`src/common/bfb_defs.svh`:
```
`ifndef BFB_DEFS_SVH
`define BFB_DEFS_SVH
// Overview of operation
// Buffer holds 32,768 bytes, written at one port, read in order at other.
// Direction select high makes port A write, port B read; low swaps.
// Request low starts a port cycle; ignored while that port's ready is low.
// Empty output low exactly at zero stored bytes, high otherwise.
// Four fill-level outputs show stored amount in 2K steps up to 32K.
// Read ready low below 64 bytes; forced read lets all data out.
// Lead/reread input high on lead or single device; low pulse rereads.
// Chain input wired to previous chain output; lone device loops its own.
// Reset high clears counters; reset, requests, lead stay high min width.
// After reset the write-port ready rises so writing may start.
// Writes fill two 64-byte registers in turn, full one moved to storage.
// Write data captured on request rising edge; writer holds data around it.
// Write ready high except full, forced read or reread; no write when low.
// Reads come from two 64-byte registers in turn, emptied one refilled.
// Read data follows request fall; bus floats when request high or unready.
// Read ready high unless under 64 bytes or reread; requests ignored when low.
// Stored amount is write count minus read count since last reset.
// Full low at 32,705 to 32,768 bytes; write ready drops, writes ignored.
// After full, write ready returns at 32,704 bytes or fewer.
// After low data, read ready returns at 64 bytes or more.
// Keep over 2K stored; drain remainder below 2K by forced read.
// Forced read moves partial write register out; writes blocked until empty.
// Low pulse on lead/reread resets read address counter to zero.
// Fill-level outputs are binary count of 2048-byte blocks, first bit lowest.
// Clocked side syncs strobes so reads and writes run independently; the host runs one port cycle at a time, alternating reads and writes when both wait.

`define BFB_DATA_W      8
`define BFB_FLAG_W      4
`define BFB_CNT_W       16
`define BFB_DEPTH       32768
`define BFB_CLK_NS      8
`define BFB_CYCLE_NS    100
`define BFB_ACCESS_NS   50
`define BFB_RST_MIN_NS  200
`define BFB_REREAD_NS   100
`define BFB_DIR_RST     1'b1
`define BFB_ACC_CYC     ((`BFB_ACCESS_NS + `BFB_CLK_NS - 1) / `BFB_CLK_NS)
`define BFB_CYC_CYC     ((`BFB_CYCLE_NS + `BFB_CLK_NS - 1) / `BFB_CLK_NS)
`define BFB_RECOV_CYC   (`BFB_CYC_CYC - `BFB_ACC_CYC)
`endif

```
`src/common/bfb_pkg.sv`:
```
`include "bfb_defs.svh"
package bfb_pkg;
	typedef enum logic [3:0] {
		bfb_st_rst,
		bfb_st_rst_recov,
		bfb_st_idle,
		bfb_st_wr_low,
		bfb_st_wr_high,
		bfb_st_rd_low,
		bfb_st_rd_high,
		bfb_st_rr_low,
		bfb_st_rr_recov
	} bfb_state_e;

	typedef struct packed {
		bfb_state_e                 state;
		logic                       dir;
		logic                       force_rd;
		logic                       lead;
		logic                       dev_rst;
		logic                       req_a_n;
		logic                       req_b_n;
		logic                       drive;
		logic [`BFB_DATA_W-1:0]     dout;
		logic [`BFB_DATA_W-1:0]     rd_data;
		logic                       rd_valid;
		logic [`BFB_CNT_W-1:0]      wr_cnt;
		logic [`BFB_CNT_W-1:0]      rd_cnt;
		logic [`BFB_FLAG_W-1:0]     fill;
		logic                       empty;
		logic                       full;
		logic                       need_force;
		logic                       last_wr;
	} bfb_ctl_s;

	typedef struct packed {
		logic [`BFB_CNT_W-1:0]      cnt;
	} bfb_tmr_s;
endpackage

```
`src/core/bfb_cycle_timer.sv`:
```
`timescale 1ns/100ps
`include "bfb_defs.svh"
module bfb_cycle_timer #(
	parameter logic [`BFB_CNT_W-1:0] INIT = '0
) (
	// Clock and control
	input  wire logic                  i_sys_clk,
	input  wire logic                  i_rst,
	input  wire logic                  i_ce,
	// Load and status
	input  wire logic                  i_load,
	input  wire logic [`BFB_CNT_W-1:0] i_load_value,
	output logic                       o_done
);
	bfb_pkg::bfb_tmr_s tmr_reg;
	bfb_pkg::bfb_tmr_s tmr_next;

	always_comb begin
		tmr_next = tmr_reg;
		if (i_load) begin
			tmr_next.cnt = i_load_value;
		end else if (tmr_reg.cnt != '0) begin
			tmr_next.cnt = tmr_reg.cnt - `BFB_CNT_W'(1);
		end
	end

	always_ff @(posedge i_sys_clk) begin
		if (i_rst) begin
			tmr_reg.cnt <= INIT;
		end else if (i_ce) begin
			tmr_reg <= tmr_next;
		end
	end

	assign o_done = (tmr_reg.cnt == '0);
endmodule

```
`src/core/bfb_host_ctrl.sv`:
```
`timescale 1ns/100ps
`include "bfb_defs.svh"
module bfb_host_ctrl #(
	parameter int RESET_MIN_NS  = `BFB_RST_MIN_NS,
	parameter int REREAD_NS     = `BFB_REREAD_NS,
	parameter bit SINGLE_DEVICE = 1'b1
) (
	// Clock and control
	input  wire logic                    i_sys_clk,
	input  wire logic                    i_rst,
	input  wire logic                    i_ce,
	// User write side
	input  wire logic                    i_wr_valid,
	input  wire logic [`BFB_DATA_W-1:0]  i_wr_data,
	output logic                         o_wr_ready,
	// User read side
	input  wire logic                    i_rd_req,
	output logic                         o_rd_ack,
	output logic [`BFB_DATA_W-1:0]       o_rd_data,
	output logic                         o_rd_valid,
	// User commands
	input  wire logic                    i_dir_sel,
	input  wire logic                    i_force_read,
	input  wire logic                    i_reread,
	input  wire logic                    i_dev_reset,
	output logic                         o_busy,
	// User status
	output logic                         o_dev_empty,
	output logic                         o_dev_full,
	output logic [`BFB_FLAG_W-1:0]       o_fill_blocks,
	output logic [`BFB_CNT_W-1:0]        o_host_count,
	output logic                         o_needs_forced_read,
	// Device control pins
	output logic                         o_dev_reset,
	output logic                         o_port_direction_select,
	output logic                         o_forced_read_request,
	output logic                         o_lead_or_reread,
	output logic                         o_port_a_req_n,
	output logic                         o_port_b_req_n,
	input  wire logic                    i_port_a_ready,
	input  wire logic                    i_port_b_ready,
	// Device status pins
	input  wire logic                    i_empty_n,
	input  wire logic                    i_full_n,
	input  wire logic [`BFB_FLAG_W-1:0]  i_fill_level_outputs,
	// Device data buses
	input  wire logic [`BFB_DATA_W-1:0]  i_port_a_data_bus,
	output logic [`BFB_DATA_W-1:0]       o_port_a_data_bus,
	output logic                         o_port_a_data_bus_oe,
	input  wire logic [`BFB_DATA_W-1:0]  i_port_b_data_bus,
	output logic [`BFB_DATA_W-1:0]       o_port_b_data_bus,
	output logic                         o_port_b_data_bus_oe
);
	localparam logic [`BFB_CNT_W-1:0] ACC_CYC = `BFB_CNT_W'(`BFB_ACC_CYC);
	localparam logic [`BFB_CNT_W-1:0] RECOV_CYC = `BFB_CNT_W'(`BFB_RECOV_CYC);
	localparam logic [`BFB_CNT_W-1:0] RST_CYC = `BFB_CNT_W'((RESET_MIN_NS + `BFB_CLK_NS - 1) / `BFB_CLK_NS);
	localparam logic [`BFB_CNT_W-1:0] RR_CYC = `BFB_CNT_W'((REREAD_NS + `BFB_CLK_NS - 1) / `BFB_CLK_NS);
	localparam bfb_pkg::bfb_ctl_s CTL_RST = '{
		state: bfb_pkg::bfb_st_rst, dir: `BFB_DIR_RST, lead: 1'b1, dev_rst: 1'b1,
		req_a_n: 1'b1, req_b_n: 1'b1, default: '0};

	bfb_pkg::bfb_ctl_s ctl_reg;
	bfb_pkg::bfb_ctl_s ctl_next;
	logic                  tmr_load;
	logic [`BFB_CNT_W-1:0] tmr_value;
	logic                  tmr_done;
	logic                  wr_port_rdy;
	logic                  rd_port_rdy;
	logic                  cmd_base;
	logic                  reread_go;
	logic                  want_rd;
	logic                  wr_ok;
	logic                  rd_ok;

	bfb_cycle_timer #(
		.INIT         (RST_CYC)
	) u_timer (
		.i_sys_clk    (i_sys_clk),
		.i_rst        (i_rst),
		.i_ce         (i_ce),
		.i_load       (tmr_load),
		.i_load_value (tmr_value),
		.o_done       (tmr_done)
	);

	// Port roles follow the direction select
	assign wr_port_rdy = ctl_reg.dir ? i_port_a_ready : i_port_b_ready;
	assign rd_port_rdy = ctl_reg.dir ? i_port_b_ready : i_port_a_ready;
	assign reread_go   = i_reread & SINGLE_DEVICE;
	// Mode pins change only while both requests are high
	assign cmd_base = (ctl_reg.state == bfb_pkg::bfb_st_idle) & ~i_dev_reset & ~reread_go
		& (i_dir_sel == ctl_reg.dir) & (i_force_read == ctl_reg.force_rd);
	// Alternate when both sides are waiting
	assign want_rd    = i_rd_req & rd_port_rdy;
	assign wr_ok      = cmd_base & wr_port_rdy & ~(want_rd & ctl_reg.last_wr);
	assign rd_ok      = cmd_base & rd_port_rdy & ~(i_wr_valid & wr_ok);
	assign o_wr_ready = wr_ok;
	assign o_rd_ack   = rd_ok & i_rd_req;

	always_comb begin
		ctl_next          = ctl_reg;
		tmr_load          = 1'b0;
		tmr_value         = RECOV_CYC;
		ctl_next.rd_valid = 1'b0;
		// Status pins relayed one cycle late
		ctl_next.empty      = ~i_empty_n;
		ctl_next.full       = ~i_full_n;
		ctl_next.fill       = i_fill_level_outputs;
		ctl_next.need_force = (i_fill_level_outputs == '0) & i_empty_n & ~rd_port_rdy;
		unique case (ctl_reg.state)
			bfb_pkg::bfb_st_rst: begin
				// Reset, both requests and lead held high together
				ctl_next.dev_rst = 1'b1;
				ctl_next.req_a_n = 1'b1;
				ctl_next.req_b_n = 1'b1;
				ctl_next.lead    = 1'b1;
				ctl_next.drive   = 1'b0;
				ctl_next.wr_cnt  = '0;
				ctl_next.rd_cnt  = '0;
				if (tmr_done) begin
					ctl_next.dev_rst = 1'b0;
					ctl_next.state   = bfb_pkg::bfb_st_rst_recov;
					tmr_load         = 1'b1;
				end
			end
			bfb_pkg::bfb_st_rst_recov, bfb_pkg::bfb_st_rr_recov, bfb_pkg::bfb_st_rd_high: begin
				if (tmr_done) begin
					ctl_next.state = bfb_pkg::bfb_st_idle;
				end
			end
			bfb_pkg::bfb_st_idle: begin
				if (i_dev_reset) begin
					ctl_next.state   = bfb_pkg::bfb_st_rst;
					ctl_next.dev_rst = 1'b1;
					tmr_load         = 1'b1;
					tmr_value        = RST_CYC;
				end else if (reread_go) begin
					ctl_next.state  = bfb_pkg::bfb_st_rr_low;
					ctl_next.lead   = 1'b0;
					ctl_next.rd_cnt = '0;
					tmr_load        = 1'b1;
					tmr_value       = RR_CYC;
				end else if (i_dir_sel != ctl_reg.dir || i_force_read != ctl_reg.force_rd) begin
					ctl_next.dir      = i_dir_sel;
					ctl_next.force_rd = i_force_read;
				end else if (wr_ok && i_wr_valid) begin
					ctl_next.state   = bfb_pkg::bfb_st_wr_low;
					ctl_next.dout    = i_wr_data;
					ctl_next.drive   = 1'b1;
					ctl_next.req_a_n = ~ctl_reg.dir;
					ctl_next.req_b_n = ctl_reg.dir;
					ctl_next.last_wr = 1'b1;
					tmr_load         = 1'b1;
					tmr_value        = ACC_CYC;
				end else if (rd_ok && i_rd_req) begin
					ctl_next.state   = bfb_pkg::bfb_st_rd_low;
					ctl_next.req_a_n = ctl_reg.dir;
					ctl_next.req_b_n = ~ctl_reg.dir;
					ctl_next.last_wr = 1'b0;
					tmr_load         = 1'b1;
					tmr_value        = ACC_CYC;
				end
			end
			bfb_pkg::bfb_st_wr_low: begin
				if (tmr_done) begin
					// Rising request edge latches the byte in the device
					ctl_next.req_a_n = 1'b1;
					ctl_next.req_b_n = 1'b1;
					ctl_next.wr_cnt  = ctl_reg.wr_cnt + `BFB_CNT_W'(1);
					ctl_next.state   = bfb_pkg::bfb_st_wr_high;
					tmr_load         = 1'b1;
				end
			end
			bfb_pkg::bfb_st_wr_high: begin
				// Data kept on the bus through recovery for hold time
				if (tmr_done) begin
					ctl_next.drive = 1'b0;
					ctl_next.state = bfb_pkg::bfb_st_idle;
				end
			end
			bfb_pkg::bfb_st_rd_low: begin
				if (tmr_done) begin
					// Sampled after the access time has elapsed
					ctl_next.rd_data  = ctl_reg.dir ? i_port_b_data_bus : i_port_a_data_bus;
					ctl_next.rd_valid = 1'b1;
					ctl_next.rd_cnt   = ctl_reg.rd_cnt + `BFB_CNT_W'(1);
					ctl_next.req_a_n  = 1'b1;
					ctl_next.req_b_n  = 1'b1;
					ctl_next.state    = bfb_pkg::bfb_st_rd_high;
					tmr_load          = 1'b1;
				end
			end
			bfb_pkg::bfb_st_rr_low: begin
				if (tmr_done) begin
					ctl_next.lead  = 1'b1;
					ctl_next.state = bfb_pkg::bfb_st_rr_recov;
					tmr_load       = 1'b1;
				end
			end
		endcase
	end

	always_ff @(posedge i_sys_clk) begin
		if (i_rst) begin
			ctl_reg <= CTL_RST;
		end else if (i_ce) begin
			ctl_reg <= ctl_next;
		end
	end

	assign o_rd_data               = ctl_reg.rd_data;
	assign o_rd_valid              = ctl_reg.rd_valid;
	assign o_busy                  = (ctl_reg.state != bfb_pkg::bfb_st_idle);
	assign o_dev_empty             = ctl_reg.empty;
	assign o_dev_full              = ctl_reg.full;
	assign o_fill_blocks           = ctl_reg.fill;
	assign o_host_count            = ctl_reg.wr_cnt - ctl_reg.rd_cnt;
	assign o_needs_forced_read     = ctl_reg.need_force;
	assign o_dev_reset             = ctl_reg.dev_rst;
	assign o_port_direction_select = ctl_reg.dir;
	assign o_forced_read_request   = ctl_reg.force_rd;
	assign o_lead_or_reread        = ctl_reg.lead;
	assign o_port_a_req_n          = ctl_reg.req_a_n;
	assign o_port_b_req_n          = ctl_reg.req_b_n;
	assign o_port_a_data_bus       = ctl_reg.dout;
	assign o_port_b_data_bus       = ctl_reg.dout;
	assign o_port_a_data_bus_oe    = ctl_reg.drive & ctl_reg.dir;
	assign o_port_b_data_bus_oe    = ctl_reg.drive & ~ctl_reg.dir;

	// Assertion helpers
	localparam int LOW_HOLD = `BFB_ACC_CYC;
	logic [`BFB_CNT_W-1:0] rst_len;
	logic                  wr_req_n;
	always_ff @(posedge i_sys_clk) begin
		if (i_rst || !ctl_reg.dev_rst) begin
			rst_len <= '0;
		end else if (i_ce) begin
			rst_len <= rst_len + `BFB_CNT_W'(1);
		end
	end
	assign wr_req_n = ctl_reg.dir ? ctl_reg.req_a_n : ctl_reg.req_b_n;
endmodule

```
`config.mk`:
```
export PLATFORM = sky130hd
export DESIGN_NAME = bfb_host_ctrl
export DESIGN_NICKNAME = d
export VERILOG_FILES = /design/src/common/bfb_pkg.sv /design/src/core/bfb_cycle_timer.sv /design/src/core/bfb_host_ctrl.sv
export VERILOG_INCLUDE_DIRS = /design/src /design/src/common
export SDC_FILE = /design/constraint.sdc
export NUM_CORES = 1
export LEC_CHECK = 0
export BUFFER_PORTS_ARGS = -buffer_cell sky130_fd_sc_hd__buf_2
export CELL_PAD_IN_SITES_DETAIL_PLACEMENT = 0
export CELL_PAD_IN_SITES_GLOBAL_PLACEMENT = 2
export CORE_MARGIN = 5
export CORE_UTILIZATION = 34
export CTS_BUF_LIST = sky130_fd_sc_hd__clkbuf_4 sky130_fd_sc_hd__clkbuf_8
export CTS_CLUSTER_SIZE = 8
export DETAILED_ROUTE_END_ITERATION = 8
export PLACE_DENSITY_LB_ADDON = 0.1
export SLEW_MARGIN = 10
export SYNTH_ARGS = -nofsm -noshare
export SYNTH_HDL_FRONTEND = slang
export SYNTH_SLANG_ARGS = --single-unit
```
`constraint.sdc`:
```
create_clock -name i_sys_clk -period 4 [get_ports i_sys_clk]
set_clock_uncertainty 0.2 [all_clocks]
set_input_delay 0.6 -clock i_sys_clk [delete_from_list [all_inputs] [get_ports i_sys_clk]]
set_output_delay 0.6 -clock i_sys_clk [all_outputs]
set_load 0.05 [all_outputs]
```
==> impl_metrics.env <==
export IMPL_grt_pass1_wl_mm=22.77
export IMPL_worstMarginPinSlew_ps=908.4
export IMPL_status="finished clean"
export IMPL_syn_cell_area_um2=5340
export IMPL_final_cell_mix="buf_2 (98), dfxtp_1 (83), nor2_1 (81)"
export IMPL_hold_viol=0
export IMPL_path_cells="inv_1 > ha_1 > nor2b_1 > o2111a_1 > or4_1 > a221o_1 > o21a_1 > o211ai_1 > clkbuf_4"
export IMPL_cp_slowest_cell="or4_1"
export IMPL_clock_path_buffers=2
export IMPL_maxCapViolations=0
export IMPL_tritoncts="done"
export IMPL_setup_tns_ps=0
export IMPL_multi_input_area_um2=3202
export IMPL_ys_ff_latch=84
export IMPL_routed_wl_mm=13.88
export IMPL_grt_setup_unrepaired="no"
export IMPL_layout_commonest_cell="buf_2"
export IMPL_core_um2=15310
export IMPL_timing_critical_path_buf_inv=2
export IMPL_die_y_um=135.3
export IMPL_fp_dieW_um=135.3
export IMPL_grt_antenna_before_repair=0
export IMPL_area_growth_syn_to_layout_pct=13.52
export IMPL_numCtsBuffers=9
export IMPL_synth_edff_count=0
export IMPL_regArea_um2=1683
export IMPL_syn_avg_cell_area_um2=8.344
export IMPL_synthCells=640
export IMPL_worst_setup_hold_path_clk_slew_ps=80
export IMPL_n_antenna_cell=0
export IMPL_arrival_ps=2980
export IMPL_grt_usage_pct=15.38
export IMPL_fmaxAchievable_mhz=264.2
export IMPL_fp_dieArea_um2=18310
export IMPL_min_period_ps=3784
export IMPL_cp_max_fo=5
export IMPL_routed_via_density=5.034
export IMPL_yosys_warnings=0
export IMPL_end_kind="output pin"
export IMPL_relSlewSlack_pct=39.36
export IMPL_place_gp_congestion=0.8248
export IMPL_synthFlopType="dfxtp_1"
export IMPL_ant_nets=0
export IMPL_cts_root_buf="clkbuf_8"
export IMPL_start_util_pct=34.87
export IMPL_cts_sinks=84
export IMPL_htree_levels=3
export IMPL_grt_pass1_vias=4529
export IMPL_layout_setup_ws_ps=215.5
export IMPL_num_io_pins=100
export IMPL_cpPeakStageDelay_ps=510
export IMPL_grt_start_max_net_pins=30
export IMPL_synth_async_reset_ratio_pct=0
export IMPL_critical_path_required_ps=3200
export IMPL_drc=0
export IMPL_cpLargestDelayFamily="compound AO/OA/AOI/OAI gates"
export IMPL_wl_per_cell_um=15.11
export IMPL_min_period_over_period_pct=94.61
export IMPL_dr_pass1_iters=5
export IMPL_critPathLaunchType="flop"
export IMPL_drt_initial_drc_count=239
export IMPL_std_cell_rows=45
export IMPL_place_ws_ps=500.1
export IMPL_leakagePower_nw=2.480
export IMPL_nets=763
export IMPL_syn_num_nets=701
export IMPL_drive_above_1_share_pct=21.50
export IMPL_insertion_delay_ps=370
export IMPL_synth_cell_types=74
export IMPL_numPortBuffers=99
export IMPL_slew_viol_final=0
export IMPL_setup_viol=0
export IMPL_fillers=1615
export IMPL_ys_seq_area_share_pct=31.49
export IMPL_hp_class="in -> reg"
export IMPL_max_vdd_ir_drop_mv=0.1696
export IMPL_via_count=4621
export IMPL_cts_hold_buffers=0
export IMPL_powerDensity_nw_per_um2=303.7
export IMPL_dpl_hpwl_mm=10.82
export IMPL_grt_overflow=0
export IMPL_largest_register_ffs=38
export IMPL_path_class="reg -> out"
[area by class of cell]
class / count / share of cell area, %
Multi-Input combinational cell: 471 / 52.82
Clock inverter: 4 / 1.569
Inverter: 31 / 1.920
Sequential cell: 84 / 27.76
Timing Repair Buffer: 105 / 8.958
Clock buffer: 12 / 2.621
Tap cell: 211 / 4.355
[kinds of logic after synthesis]
| logic type | synth area share [%] |
|---|---|
| AND/OR/NAND/NOR | 25.66 |
| AO/OA/AOI/OAI | 16.99 |
| XOR/XNOR | 7.193 |
| buffers and inverters | 8.552 |
| multiplexers | 5.295 |
| flip-flops | 31.49 |
| adder cells (fa/ha/maj) | 4.827 |
[power breakdown]
| part | internal, mW | switching [mW] | total (mW) |
|---|---|---|---|
| Sequential | 0.845 | 0.00983 | 0.854 |
| Combinational | 0.0726 | 0.147 | 0.219 |
| Clock | 0.455 | 0.312 | 0.767 |
[through the flow]
step                      cells  utilization [%]  power, mW  instance area, um^2  hold WS (ps)
after global placement      902            37.90      1.094                 5804         250.8
final                       918            39.58      1.841                 6062         203.7
after global routing        918            39.58      1.920                 6062         199.8
after CTS                   918            39.56      1.872                 6058         181.7
after floorplan             640                -      1.032                 5340         240.2
after detailed placement    902            37.90      1.096                 5804         260.6
[final timing paths]
| path | start | slack [ps] | to | cells past startpoint |
|---|---|---|---|---|
| worst max-delay path | ctl_reg[9] | 220 | o_host_count[15] | 9 |
| worst min-delay path | i_full_n | 200 | o_dev_full | 2 |
| worst max register to register | ctl_reg[65] | 1080 | ctl_reg[23] | 6 |
| worst min register to register | o_rd_valid | 270 | o_rd_valid | 2 |
[what timing repair did]
item	CTS	global route
endpoints found under the setup margin	0	1
setup buffers	0	0
resized for setup	0	2
[synth_stat cells, types with 5 or more instances]
master	n	area, um^2
dfxtp_1	84	1682
nor2_1	81	304.0
a21oi_1	40	200.2
nand2_1	35	131.4
inv_1	30	112.6
buf_4	29	217.7
o21ai_0	27	135.1
xnor2_1	27	236.5
mux2i_1	26	260.3
ha_1	19	237.7
nor3_1	19	95.09
nand3_1	17	85.08
clkbuf_1	15	56.30
or3_1	15	93.84
xor2_1	15	131.4
a211oi_1	14	105.1
nand4_1	9	56.30
nor2b_1	9	56.30
and2_1	7	43.79
nor4_1	7	43.79
o21a_1	6	45.04
o31ai_1	6	45.04
or2_2	6	37.54
a21o_1	5	37.54
a31oi_1	5	31.28
buf_2	5	25.02
nand2b_1	5	31.28
or4_1	5	37.54
[per-layer routing]
layer / GRT usage [%] / up-vias / share of wire (%)
met4: 5.375 / 0 / 1.7
met1: 19.28 / 2119 / 46
li1: - / 2372 / -
met3: 3.009 / 16 / 4.9
met2: 26.30 / 114 / 48
met5: 0 / - / 0
(Power assumes the default switching activity.)
